==> config.mk <==
export PLATFORM = sky130hd
export DESIGN_NAME = wdt_core
export DESIGN_NICKNAME = d
export VERILOG_FILES = /design/src/wdt_pkg.sv /design/src/wdt_tick_if.sv /design/src/wdt_tick_gen.sv /design/src/wdt_core.sv
export VERILOG_INCLUDE_DIRS = /design/src
export SDC_FILE = /design/constraint.sdc
export NUM_CORES = 1
export LEC_CHECK = 0
export ABC_AREA = 1
export BUFFER_PORTS_ARGS = -buffer_cell sky130_fd_sc_hd__buf_2
export CORE_AREA = 5 5 63 79
export DETAILED_ROUTE_END_ITERATION = 8
export DIE_AREA = 0 0 68 84
export GPL_TIMING_DRIVEN = 0
export PLACE_DENSITY = 0.86
export SKIP_LAST_GASP = 1
export SLEW_MARGIN = 15
export SYNTH_ARGS = -nofsm -noshare
export SYNTH_HDL_FRONTEND = slang
export SYNTH_SLANG_ARGS = --single-unit
==> constraint.sdc <==
create_clock -name clk -period 4.7 [get_ports clk]
set_input_delay 0.235 -clock clk [delete_from_list [all_inputs] [get_ports clk]]
set_output_delay 0.235 -clock clk [all_outputs]
set_load 0.005 [all_outputs]
==> src/wdt_map.svh <==
`ifndef WDT_MAP_SVH
`define WDT_MAP_SVH
// ***********************************
// Register offsets
// ***********************************
`define WDT_OFS_CLKCTRL0 8'h06
`define WDT_OFS_RESTART 8'h10
`define WDT_OFS_COUNTSTAT 8'h11
`define WDT_OFS_PMODE2 8'h12
`define WDT_OFS_CLKCTRL1 8'h13
`define WDT_OFS_STATUS 8'h14
// ***********************************
// Reset values and field positions
// ***********************************
`define WDT_RST_CLKCTRL0 8'h08
`define WDT_RST_COUNT 15'h7fff
`define WDT_BIT_MAINSTOP 5
`define WDT_BIT_ACTSEL 6
`define WDT_BIT_CPUSUB 7
`define WDT_BIT_PRESCALE 7
`define WDT_BIT_CHGPROT 1
`define WDT_BIT_SRCLOCK 2
`define WDT_BIT_STOPENTRY 0
`define WDT_DIV16 8'h0f
`define WDT_DIV128 8'h7f
`define WDT_DIV2 8'h01
`endif

==> src/wdt_pkg.sv <==
`default_nettype none
package wdt_pkg;
  typedef enum logic [1:0] {SRC_DIV16, SRC_DIV128, SRC_SUB2, SRC_OSC} wdt_src_e;
endpackage : wdt_pkg
`default_nettype wire

==> src/wdt_tick_if.sv <==
`default_nettype none
interface wdt_tick_if;
  import wdt_pkg::*;
  wdt_src_e src;
  logic halt;
  logic tick;
  modport gen (input src, input halt, output tick);
  modport use_ (output src, output halt, input tick);
endinterface : wdt_tick_if
`default_nettype wire

==> src/wdt_tick_gen.sv <==
`include "wdt_map.svh"
`default_nettype none
module wdt_tick_gen
  import wdt_pkg::*;
(
  // Clocking
  input wire logic clk,
  input wire logic sys_rst,
  // Source clock enables
  input wire logic cpuTick,
  input wire logic oscTick,
  // Tick output
  wdt_tick_if.gen tk
);
  logic [7:0] pre_q;
  logic [7:0] pre_d;
  logic tick_q;
  logic tick_d;
  logic [7:0] lim;
  // ***********************************
  // Prescaler
  // ***********************************
  // Phase is never cleared on restart, so period may be one tick short
  always_comb
  begin
    pre_d = pre_q;
    tick_d = 1'b0;
    unique case (tk.src)
      SRC_DIV16: lim = `WDT_DIV16;
      SRC_DIV128: lim = `WDT_DIV128;
      SRC_SUB2: lim = `WDT_DIV2;
      SRC_OSC: lim = 8'h00;
    endcase
    if (tk.src == SRC_OSC)
    begin
      tick_d = oscTick;
    end
    else if (cpuTick && !tk.halt)
    begin
      if (pre_q >= lim)
      begin
        pre_d = 8'h00;
        tick_d = 1'b1;
      end
      else
      begin
        pre_d = pre_q + 8'h01;
      end
    end
  end
  always_ff @(posedge clk)
  begin
    if (sys_rst)
    begin
      pre_q <= 8'h00;
      tick_q <= 1'b0;
    end
    else
    begin
      pre_q <= pre_d;
      tick_q <= tick_d;
    end
  end
  assign tk.tick = tick_q;
endmodule : wdt_tick_gen
`default_nettype wire

==> src/wdt_core.sv <==
`include "wdt_map.svh"
`default_nettype none
module wdt_core
  import wdt_pkg::*;
(
  // Clocking
  input wire logic clk,
  input wire logic sys_rst,
  // Register port
  input wire logic [7:0] regAddr,
  input wire logic [7:0] regWrData,
  input wire logic regWr,
  input wire logic regRd,
  output logic [7:0] regRdData,
  // Count sources and power state
  input wire logic cpuTick,
  input wire logic oscTick,
  input wire logic lowPowerState,
  // Shared vector events
  input wire logic oscStopIrq,
  input wire logic voltMonIrq,
  // Outputs
  output logic sharedVectorIrq,
  output logic wdtResetReq,
  output logic stopModeReq,
  output logic wakeFromWdt,
  output logic cpuSubSel,
  output logic mainClockStop
);
  wdt_tick_if tk ();
  logic [7:0] ctrl0_q;
  logic [7:0] ctrl0_d;
  logic [2:0] pm2_q;
  logic [2:0] pm2_d;
  logic pre_q;
  logic pre_d;
  logic [14:0] cnt_q;
  logic [14:0] cnt_d;
  logic unf_q;
  logic unf_d;
  logic irq_q;
  logic irq_d;
  logic rst_q;
  logic rst_d;
  logic stop_q;
  logic stop_d;
  logic [7:0] rd_q;
  logic [7:0] rd_d;
  logic lock;
  wdt_tick_gen u_tick (
    .clk(clk),
    .sys_rst(sys_rst),
    .cpuTick(cpuTick),
    .oscTick(oscTick),
    .tk(tk)
  );
  // ***********************************
  // Source select
  // ***********************************
  assign lock = pm2_q[`WDT_BIT_SRCLOCK];
  always_comb
  begin
    if (lock)
      tk.src = SRC_OSC;
    else if (ctrl0_q[`WDT_BIT_CPUSUB])
      tk.src = SRC_SUB2;
    else if (pre_q)
      tk.src = SRC_DIV128;
    else
      tk.src = SRC_DIV16;
  end
  assign tk.halt = lowPowerState;
  // ***********************************
  // Registers
  // ***********************************
  always_comb
  begin
    ctrl0_d = ctrl0_q;
    pm2_d = pm2_q;
    pre_d = pre_q;
    stop_d = 1'b0;
    if (regWr && regAddr == `WDT_OFS_CLKCTRL0)
    begin
      ctrl0_d = regWrData;
      ctrl0_d[`WDT_BIT_ACTSEL] = regWrData[`WDT_BIT_ACTSEL] | ctrl0_q[`WDT_BIT_ACTSEL];
      if (pm2_q[`WDT_BIT_CHGPROT])
      begin
        ctrl0_d[`WDT_BIT_CPUSUB] = ctrl0_q[`WDT_BIT_CPUSUB];
        ctrl0_d[`WDT_BIT_MAINSTOP] = ctrl0_q[`WDT_BIT_MAINSTOP];
      end
    end
    if (regWr && regAddr == `WDT_OFS_PMODE2)
    begin
      pm2_d = regWrData[2:0];
      pm2_d[`WDT_BIT_SRCLOCK] = regWrData[`WDT_BIT_SRCLOCK] | lock;
    end
    if (regWr && regAddr == `WDT_OFS_COUNTSTAT)
      pre_d = regWrData[`WDT_BIT_PRESCALE];
    if (regWr && regAddr == `WDT_OFS_CLKCTRL1 && !lock)
      stop_d = regWrData[`WDT_BIT_STOPENTRY];
  end
  // ***********************************
  // Counter
  // ***********************************
  always_comb
  begin
    cnt_d = cnt_q;
    unf_d = 1'b0;
    if (regWr && regAddr == `WDT_OFS_RESTART)
      cnt_d = `WDT_RST_COUNT;
    else if (tk.tick)
    begin
      cnt_d = cnt_q - 15'h0001;
      unf_d = (cnt_q == 15'h0000);
    end
    irq_d = (unf_q && !ctrl0_q[`WDT_BIT_ACTSEL]) || oscStopIrq || voltMonIrq;
    rst_d = unf_q && ctrl0_q[`WDT_BIT_ACTSEL];
    rd_d = 8'h00;
    if (regRd)
    begin
      unique case (regAddr)
        `WDT_OFS_CLKCTRL0: rd_d = ctrl0_q;
        `WDT_OFS_COUNTSTAT: rd_d = {pre_q, 2'b00, cnt_q[14:10]};
        `WDT_OFS_PMODE2: rd_d = {5'b0_0000, pm2_q};
        `WDT_OFS_STATUS: rd_d = {7'b000_0000, lowPowerState};
        default: rd_d = 8'h00;
      endcase
    end
  end
  always_ff @(posedge clk)
  begin
    if (sys_rst)
    begin
      ctrl0_q <= `WDT_RST_CLKCTRL0;
      pm2_q <= 3'b000;
      pre_q <= 1'b0;
      cnt_q <= `WDT_RST_COUNT;
      unf_q <= 1'b0;
      irq_q <= 1'b0;
      rst_q <= 1'b0;
      stop_q <= 1'b0;
      rd_q <= 8'h00;
    end
    else
    begin
      ctrl0_q <= ctrl0_d;
      pm2_q <= pm2_d;
      pre_q <= pre_d;
      cnt_q <= cnt_d;
      unf_q <= unf_d;
      irq_q <= irq_d;
      rst_q <= rst_d;
      stop_q <= stop_d;
      rd_q <= rd_d;
    end
  end
  // ***********************************
  // Outputs
  // ***********************************
  assign regRdData = rd_q;
  assign sharedVectorIrq = irq_q;
  assign wdtResetReq = rst_q;
  assign stopModeReq = stop_q;
  // Wait release never comes from the watchdog
  assign wakeFromWdt = 1'b0;
  assign cpuSubSel = ctrl0_q[`WDT_BIT_CPUSUB];
  assign mainClockStop = ctrl0_q[`WDT_BIT_MAINSTOP];
endmodule : wdt_core
`default_nettype wire

Yosys cells after proc, flatten, opt, wreduce, memory -nomap -nowiden. Index checks and enable logic that the tools add are counted.

Bits of input ports: 25. Output and inout port bits: 14. Word-level logic and storage cells: 62. Register bits after elaboration: 48.

Reductions and logical operators: 22. $lt $le $gt $ge: 1. Bitwise gates (word level): 7. $add $sub $neg: 2. Mux-type cells: 9. Eq/ne operators: 9.

Operators by type and width (number): $pmux 8 s4 (2); $eq 8x5->1 const B (5); $logic_not 15->1 (1); $sub 15x1->15 const B (1); $logic_and 1x1->1 (9); $add 8x1->8 const B (1); $eq 8x3->1 const B (1); $ge 8x8->1 (1); $mux 8 (1); $reduce_or 2->1 (3); $not 1->1 (5); $eq 2x2->1 const B (2); $mux 1 (4); $mux 2 (2); $reduce_and 2->1 (2); $logic_not 1->1 (3); $reduce_or 3->1 (1); $eq 2x1->1 const B (1); $logic_not 2->1 (1); $logic_or 1x1->1 (2); $or 1x1->1 (2).

Depth between registers and ports, before layout. Gate-level depths: netlist of the first run.

Word-level depth: 9. Mapped depth: 12. Gate-level depth less buffers: 12.

By module. From an unflattened synthesis of the first run, not the netlist that was laid out.

Cells, all modules: 357. Area total of the unflattened synthesis: 2567.5 um2.

Modules (own cells, without submodules): wdt_core (times used 1, cells each 274, seq. area each 780.7 um2, area an instance 1925.6 um2); wdt_tick_gen (times used 1, cells each 83, seq. area each 180.2 um2, area an instance 641.9 um2).

Worst setup path after synthesis of the first run. Ideal clock, no wire load.

Path type: register to register. From: register pm2_q[2]. To: register u_tick.pre_q[0]. Slack: 3.201 ns. Cell stages (with the launch flop): 13. Buffers on the path: 0. Setup time: 0.120 ns. Clock period less this slack: 1.499 ns. Arrival: 1.379 ns. Required time: 4.580 ns. Path through: dfxtp_1 > inv_1 > nand2_1 > ha_1 > nand2_1 > nor2_1 > nor2_1 > nand2_1 > nand2_1 > nand2_1 > nand2_1 > nand2_1 > nor2_1.

Longest elaborated chain between the ends: 5. Elaborated cells on any way between the ends: 10. Those cells by class: order compare: 1; eq/ne: 3; mux: 3; bitwise: 1; reduce/logical: 2.

Ends and longest elaborated chain: from (decl) (RTL line wdt_core.sv:33) `logic [2:0] pm2_q;`; from (signal assigned) (RTL line wdt_core.sv:147) `pm2_q <= pm2_d;`; $mux 2 (*) (RTL line wdt_core.sv:63) `if (lock)`; $eq 2x2->1 (tied with other cells) (RTL line wdt_tick_gen.sv:28, wdt_tick_gen.sv:34); $pmux 8 s4 (RTL line wdt_tick_gen.sv:28) `unique case (tk.src)`; $ge 8x8->1 (RTL line wdt_tick_gen.sv:40) `if (pre_q >= lim)`; $mux 8 (RTL line wdt_tick_gen.sv:40); to (signal assigned) (RTL line wdt_tick_gen.sv:60) `pre_q <= pre_d;`; to (decl) (RTL line wdt_tick_gen.sv:15) `logic [7:0] pre_q;`.

Every way passes the cells marked *; elsewhere a longest branch is shown, timed or not. The select of a mux whose other input is x is not followed. A chain may end at the register's enable or synchronous reset.

Final worst setup path of the first run.
From: register pm2_q[2]. To: register u_tick.pre_q[6].

The elaborated chain is that of the path after synthesis.

==> results of run 1 <==
==> area by class of cell <==
class                           count  area [um^2]  area share
Multi-Input combinational cell    233         1170       0.434
Sequential cell                    48          961       0.358
Inverter                           49          189      0.0703
Timing Repair Buffer               36          180      0.0670
Clock buffer                        6         82.6      0.0307
Tap cell                           58         72.6      0.0270
Buffer                              4         21.3     0.00791
Clock inverter                      2         13.8     0.00512
==> worst min path at each step <==
stage | from | to | slack, ns | cells after the start
after floorplan | sys_rst | pm2_q[0] | 0.30 | 1
after global placement | ctrl0_q[6] | wdtResetReq | 0.42 | 2
after detailed placement | ctrl0_q[6] | wdtResetReq | 0.44 | 2
after CTS | sys_rst | pm2_q[0] | 0.12 | 2
after global routing | sys_rst | pm2_q[0] | 0.13 | 2
final | sys_rst | pm2_q[0] | 0.13 | 2
==> through the flow <==
stage	util	hold WS (ns)	instance area, um^2
2_1_floorplan	-	0.304	2340
3_3_place_gp	0.614	0.418	2590
3_5_place_dp	0.614	0.437	2590
4_1_cts	0.636	0.118	2690
5_1_grt	0.636	0.126	2690
6_report	0.636	0.126	2690
==> power breakdown <==
group	internal [W]	total, W	leakage, nW	switching (W)
registers	0.000408	0.000410	0.388	0.00000180
clock network	0.000120	0.000259	0.0516	0.000138
logic	0.0000146	0.0000399	0.905	0.0000253
total	0.000543	0.000709	1.34	0.000166
==> cell usage in the layout, fill, tap and decap left out, drive strengths merged <==
cell	netlist	layout
a21o	1	1
clkbuf	1	7
xnor2	1	1
nor4	1	1
a21oi	14	14
conb	1	1
and2	1	1
o21a	1	1
dfxtp	48	48
nand2	82	82
o21ai	13	13
nor3	6	6
clkinv	1	2
nand3	33	33
o211ai	3	3
a31oi	1	1
mux2i	1	1
nor2	54	54
buf	3	39
nand4	6	6
xor2	5	5
ha	9	9
inv	48	49
==> flip-flops by register name, indices dropped and copies added (netlist names) <==
name,count
regRdData,8
ctrl0_q,8
unf_q,1
sharedVectorIrq,1
u_tick.tk.tick,1
wdtResetReq,1
cnt_q,15
pre_q,1
stopModeReq,1
u_tick.pre_q,8
pm2_q,3
==> routing by layer <==
metal | GRT usage | share of wire | wire [um] | vias up
met3 | 0.0364 | 0.034 | 175 | 8
li1 | - | - | - | 1136
met1 | 0.209 | 0.40 | 2020 | 991
met5 | 0 | 0 | 0 | -
met2 | 0.349 | 0.55 | 2810 | 36
met4 | 0.0669 | 0.015 | 74 | 0
==> synthesized netlist by cell type <==
cell,number
nor4_1,1
and2_1,1
dfxtp_1,48
buf_2,2
nor2_1,51
mux2i_1,1
clkbuf_1,1
nor2_2,1
nor2_4,1
nor2_8,1
nor3_1,5
clkinv_1,1
buf_4,1
xnor2_1,1
xor2_1,5
nor3_2,1
a21oi_1,14
ha_1,9
nand2_4,3
inv_2,2
inv_1,45
nand4_1,6
nand3_1,33
conb_1,1
inv_6,1
o211ai_1,3
o21a_1,1
a31oi_1,1
nand2_1,79
a21o_1,1
o21ai_0,13
==> cells by family (layout without fill, tap and decap cells) <==
group                      after synthesis  in the layout  synth area share
AOI/OAI and AO/OA                       33             33            0.0765
xor gates and xnor gates                 6              6            0.0225
adders and majority gates                9              9            0.0482
buffers and inverters                   53             97            0.0899
DFF                                     48             48             0.411
muxes                                    1              1           0.00428
other                                    1              1           0.00160
and+or+nand+nor                        183            183             0.346
==> impl_results.md, run 1 <==
- Post-CTS sizing: 0
- Synth area leader: dfxtp_1
- Post-cts hold buffer count: 0
- Cell breakdown of the critical path: inv_1 -> nand2_1 -> ha_1 -> nand2_1 -> nor2_1 -> nor2_1 -> nand2_1 -> nand2_1 -> nand2_1 -> nand2_1 -> nand2_1 -> nor2_1
- Worst Path Buf+Inv: 1
- Antenna-violating nets left: 0
- Gpl congestion: around 0.85
- Io pins: 39
- Gr ovfl total: 0
- Number of buffers added for setup after CTS: 0
- TritonCTS clock tree: built
- Finished Layout Cells: 436
- Critical path's slowest cell: dfxtp_1
- Die footprint: 5710 um^2
- Area growth syn-to-layout: 14.9%
- Status: finished, final reports clean
- Top cell type's share of synthesized area: 0.411
- CP startpoint: pm2_q[2]
- All-Layer GR Usage: 0.191
- DR pass1 iterations: 5
- Clock sink count: 48
- Synth unique cells: 31
- R2r setup slk: 2.89 ns
- Skew-Pair Late Insertion Delay: 0.31 ns
- H-tree depth: 2
- Detail Placement HPWL: 4.10 mm
- WP depth: 12
- Post-Place Setup Slack: between 2 and 3 ns
- Core area: 4220 um^2
- Crit path to: u_tick.pre_q[6]
- Fill cells: 372
- Mapped cell area: between 2000 and 2500 um^2
- Detailed-route DRC error count: 0
- Final hold violation count: 0
- FF-to-FF End: u_tick.pre_q[6]
- Clock Tree Buf Depth: 2
- Number of synthesized register bits: 48
- Worst EP arrival: 2.00 ns
- Hold crit path type: input pin to flip-flop
- Fmax: 554 MHz
- Overall Power: ~0.00071 W
- R2R depth: 12
- Clock transition at the registers of the reported paths: 0.09 ns
- CP Capture Type: flip-flop
- Routed wire length: 5.08 mm
- Buffers on Ports: 36
- VDD IR max: around 0.00017 V
- Total Neg Setup Slack: 0 ns
- Vias per cell: 4.98
- Req. time, crit path: approximately 5 ns
- First-pass GRT wire length: 8.64 mm
- MaxCap Viol Count: 0
- Initial Util: 0.554
- RSZ-0062 raised after global routing: no
- Share of cells above drive strength 1: 0.151
- CTS root buf: clkbuf_8
- Static leakage: 1.34 nW
- Post-Synthesis Cells: 334
- Die X: approximately 68 um
- Ant diodes: 0
- Crit-path leading delay family: simple AND/OR/NAND/NOR gates
- Most frequent CP cell: nand2_1
- Row count: 27
- Initial antenna violation count: 0
- Placed instance count: 428
- Die H: 84 um
- Routed len/inst: 11.7 um
- Clk_skew: 0.00926 ns
- Via Count: 2171
- Finish-stage setup viols: 0
- Sequential area share after synthesis: 0.411
- Post-Syn Area per Cell: 7.00 um^2
- Final worst slack: 2.89 ns
- P per Cell Area: 264 nW/um^2
- 1st-iter DRT viols: 131
- Syn Nets: roughly 370
- YS warnings: 0
- Largest stage delay on the critical path: approximately 0.35 ns
- Worst reg2reg startpoint: pm2_q[2]
- Period minus WS final: 1.81 ns
- Max-slew violation total from the final report: 0
- Main area contributors after synthesis: dfxtp_1, nand2_1, nor2_1
- Vias in the first global route: 2090
- TritonCTS buffer count: 5
- Critical path class: flip-flop to flip-flop
- Final worst-path cycle share: 0.384
- Nets: 411
- Crit path launch type: flip-flop
- Crit-path max FO: 8
- Largest net degree at the start of global routing: 16
No activity file was read; power rests on OpenSTA's default activity.
==> run 2, diff against run 1 <==
CORE_AREA = 5 5 68 85   (was 5 5 63 79)
DIE_AREA = 0 0 73 90   (was 0 0 68 84)
PLACE_DENSITY = 0.79   (was 0.86)
clock period = 1.6 ns   (was 4.7 ns; I/O delays follow)
==> run 2 against run 1 <==
Worst setup slack got worse by 2.8 ns. Via count grew 1.2%. Core utilization down 5.2 points. Global-route usage is 2.8 points lower. Critical path type unchanged. Largest power group unchanged.
==> impl_results.md, run 2 (same netlist as run 1, synthesis figures left out) <==
- Fmax: 659 MHz (was 554 MHz)
- Beginning of the worst hold path: regWrData[5] (was sys_rst)
- Largest net degree at the start of global routing: 17 (was 16)
- Area growth syn-to-layout: 23.4% (was 14.9%)
- WHS Path Cells: 3 (was 2)
- Nets: 416 (was 411)
- Final worst-path cycle share: 0.949 (was 0.384)
- Core area: 4930 um^2 (was 4220 um^2)
- Ant diodes: 0 (unchanged)
- Clock Tree Buf Depth: 2 (unchanged)
- Hold_ws: 0.00755 ns (was 0.126 ns)
- Initial Util: 0.474 (was 0.554)
- Row count: 29 (was 27)
- Status: finished, final reports clean (unchanged)
- Clock transition at the registers of the reported paths: 0.09 ns (about the same)
- Die X: 73 um (was 68 um)
- Skew-Pair Late Insertion Delay: 0.30 ns (was 0.31 ns)
- Detail Placement HPWL: 4.07 mm (was 4.10 mm)
- Share of cells above drive strength 1: 0.217 (was 0.151)
- Die footprint: 6570 um^2 (was 5710 um^2)
- Worst EP arrival: 1.74 ns (was 2.00 ns)
- Worst slew pin tran: 0.503 ns
- Critical path class: flip-flop to flip-flop (unchanged)
- Fill cells: 473 (was 372)
- Req. time, crit path: 1.82 ns (was 4.89 ns)
- Final hold violation count: 0 (unchanged)
- CP Capture Type: flip-flop (unchanged)
- H-tree depth: 2 (unchanged)
- Slew HR: 0.663
- R2R depth: 8 (was 12)
- VDD IR max: 0.000649 V (was 0.000173 V)
- Detailed-route DRC error count: 0 (unchanged)
- Crit-path max FO: 4 (was 8)
- Gr ovfl total: 0 (unchanged)
- Max-slew violation total from the final report: 0 (unchanged)
- Most frequent cells in the layout: nand2_1, dfxtp_1, nor2_1 (was nand2_1, nor2_1, dfxtp_1)
- MaxCap Viol Count: 0 (unchanged)
- Period minus WS final: 1.52 ns (was 1.81 ns)
- CTS root buf: clkbuf_8 (unchanged)
- Vias in the first global route: 2096 (was 2090)
- Finish-stage setup viols: 0 (unchanged)
- Clk_skew: 0.00951 ns (was 0.00926 ns)
- Io pins: 39 (unchanged)
- 1st-iter DRT viols: 83 (was 131)
- Initial antenna violation count: 0 (unchanged)
- Static leakage: 1.38 nW (was 1.34 nW)
- Vias per cell: 4.94 (was 4.98)
- TritonCTS clock tree: built (unchanged)
- Finished Layout Cells: 445 (was 436)
- Total Neg Setup Slack: 0 ns (unchanged)
- Die H: 90 um (was 84 um)
- Largest Register: cnt_q (unchanged)
- Routed wire length: 5.28 mm (was 5.08 mm)
- TritonCTS buffer count: 5 (unchanged)
- Min-Delay Endpoint: ctrl0_q[5] (was pm2_q[0])
- Clock sink count: 48 (unchanged)
- All-Layer GR Usage: 0.163 (was 0.191)
- Placed instance area: 2600 um^2 (was 2590 um^2)
- Design area: 2890 um^2 (was 2690 um^2)
- Routed len/inst: 11.9 um (was 11.7 um)
- Antenna-violating nets left: 0 (unchanged)
- RSZ-0062 raised after global routing: yes (was no)
- FF-to-FF End: u_tick.tk.tick (was u_tick.pre_q[6])
- Max FFs per register: 15 (unchanged)
- Crit path launch type: flip-flop (unchanged)
- R2r setup slk: 0.08 ns (was 2.89 ns)
- Hold crit path type: input pin to flip-flop (unchanged)
- Placed instance count: 432 (was 428)
- Gpl congestion: 0.822 (was 0.850)
- Leading cell type in the layout, fill and taps excluded: nand2_1 (unchanged)
- First-pass GRT wire length: 8.71 mm (was 8.64 mm)
- Buffers on Ports: 36 (unchanged)
- Overall Power: 0.00222 W (was 0.000709 W)
- Worst reg2reg startpoint: pm2_q[2] (unchanged)
- DR pass1 iterations: 4 (was 5)
- Via Count: 2198 (was 2171)
- P per Cell Area: 769 nW/um^2 (was 264 nW/um^2)
run 2: changes by cell type in the layout (fill, tap and decap cells not counted), moves of 3 or more:
cell     previous run  this run
inv_1              45        42
nor2_1             51        44
ha_4                0         4
nand2_1            79        74
nor2_2              1         8
ha_1                9         5
run 2: area by class of cell:
type | instances | area (um^2) | share of cell area
plain buffers | 4 | 21.3 | 0.00737
clock buffers | 5 | 68.8 | 0.0238
clock inverters | 3 | 46.3 | 0.0160
inverters | 49 | 200 | 0.0694
multi-input cells | 233 | 1280 | 0.443
flip-flops and latches | 48 | 966 | 0.335
well taps | 62 | 77.6 | 0.0269
repair buffers | 41 | 226 | 0.0785
run 2: layer usage:
| layer | wire [um] | track usage | part of all wire | vias up |
|---|---|---|---|---|
| met1 | 2060 | 0.170 | 0.39 | 1003 |
| li1 | - | - | - | 1152 |
| met2 | 2920 | 0.308 | 0.55 | 35 |
| met3 | 206 | 0.0346 | 0.039 | 8 |
| met5 | 0 | 0 | 0 | - |
| met4 | 89 | 0.0523 | 0.017 | 0 |
run 2: critical path: stages (launching register included):
cell	delay, ns
dfxtp_4	0.38
inv_6	0.07
nand3_2	0.11
ha_1	0.30
nand2_1	0.07
o21a_1	0.19
nand2_2	0.08
nand2_4	0.07
a21oi_1	0.17
run 2: timing repair:
action / in CTS / in global routing
pin swaps: 0 / 5
endpoints found under the hold margin: 2 / 0
hold buffers: 2 / 0
gates resized for setup: 7 / 26
endpoints found under the setup margin: 9 / 18
setup buffers: 2 / 1
run 2: stage by stage:
step	setup slack (ns)	util
floorplan	0.101	-
global placement	-0.169	0.526
detailed placement	-0.216	0.526
CTS	0.0326	0.560
global route	-0.0252	0.585
finish	0.0819	0.585
run 2: worst max path at each step:
stage / slack (ns) / from / cells past startpoint / end
final: 0.08 / pm2_q[2] / 8 / u_tick.tk.tick
after detailed placement: -0.22 / pm2_q[2] / 12 / u_tick.pre_q[1]
after global placement: -0.17 / pm2_q[2] / 12 / u_tick.pre_q[7]
after CTS: 0.03 / pm2_q[2] / 12 / u_tick.pre_q[1]
after global routing: -0.03 / cnt_q[0] / 7 / cnt_q[8]
after floorplan: 0.10 / pm2_q[2] / 12 / u_tick.pre_q[0]
run 2: where the power goes:
group	internal (W)	switching, W
sequential	0.00120	0.00000508
clock	0.000471	0.000414
combinational	0.0000511	0.0000822
total	0.00172	0.000502
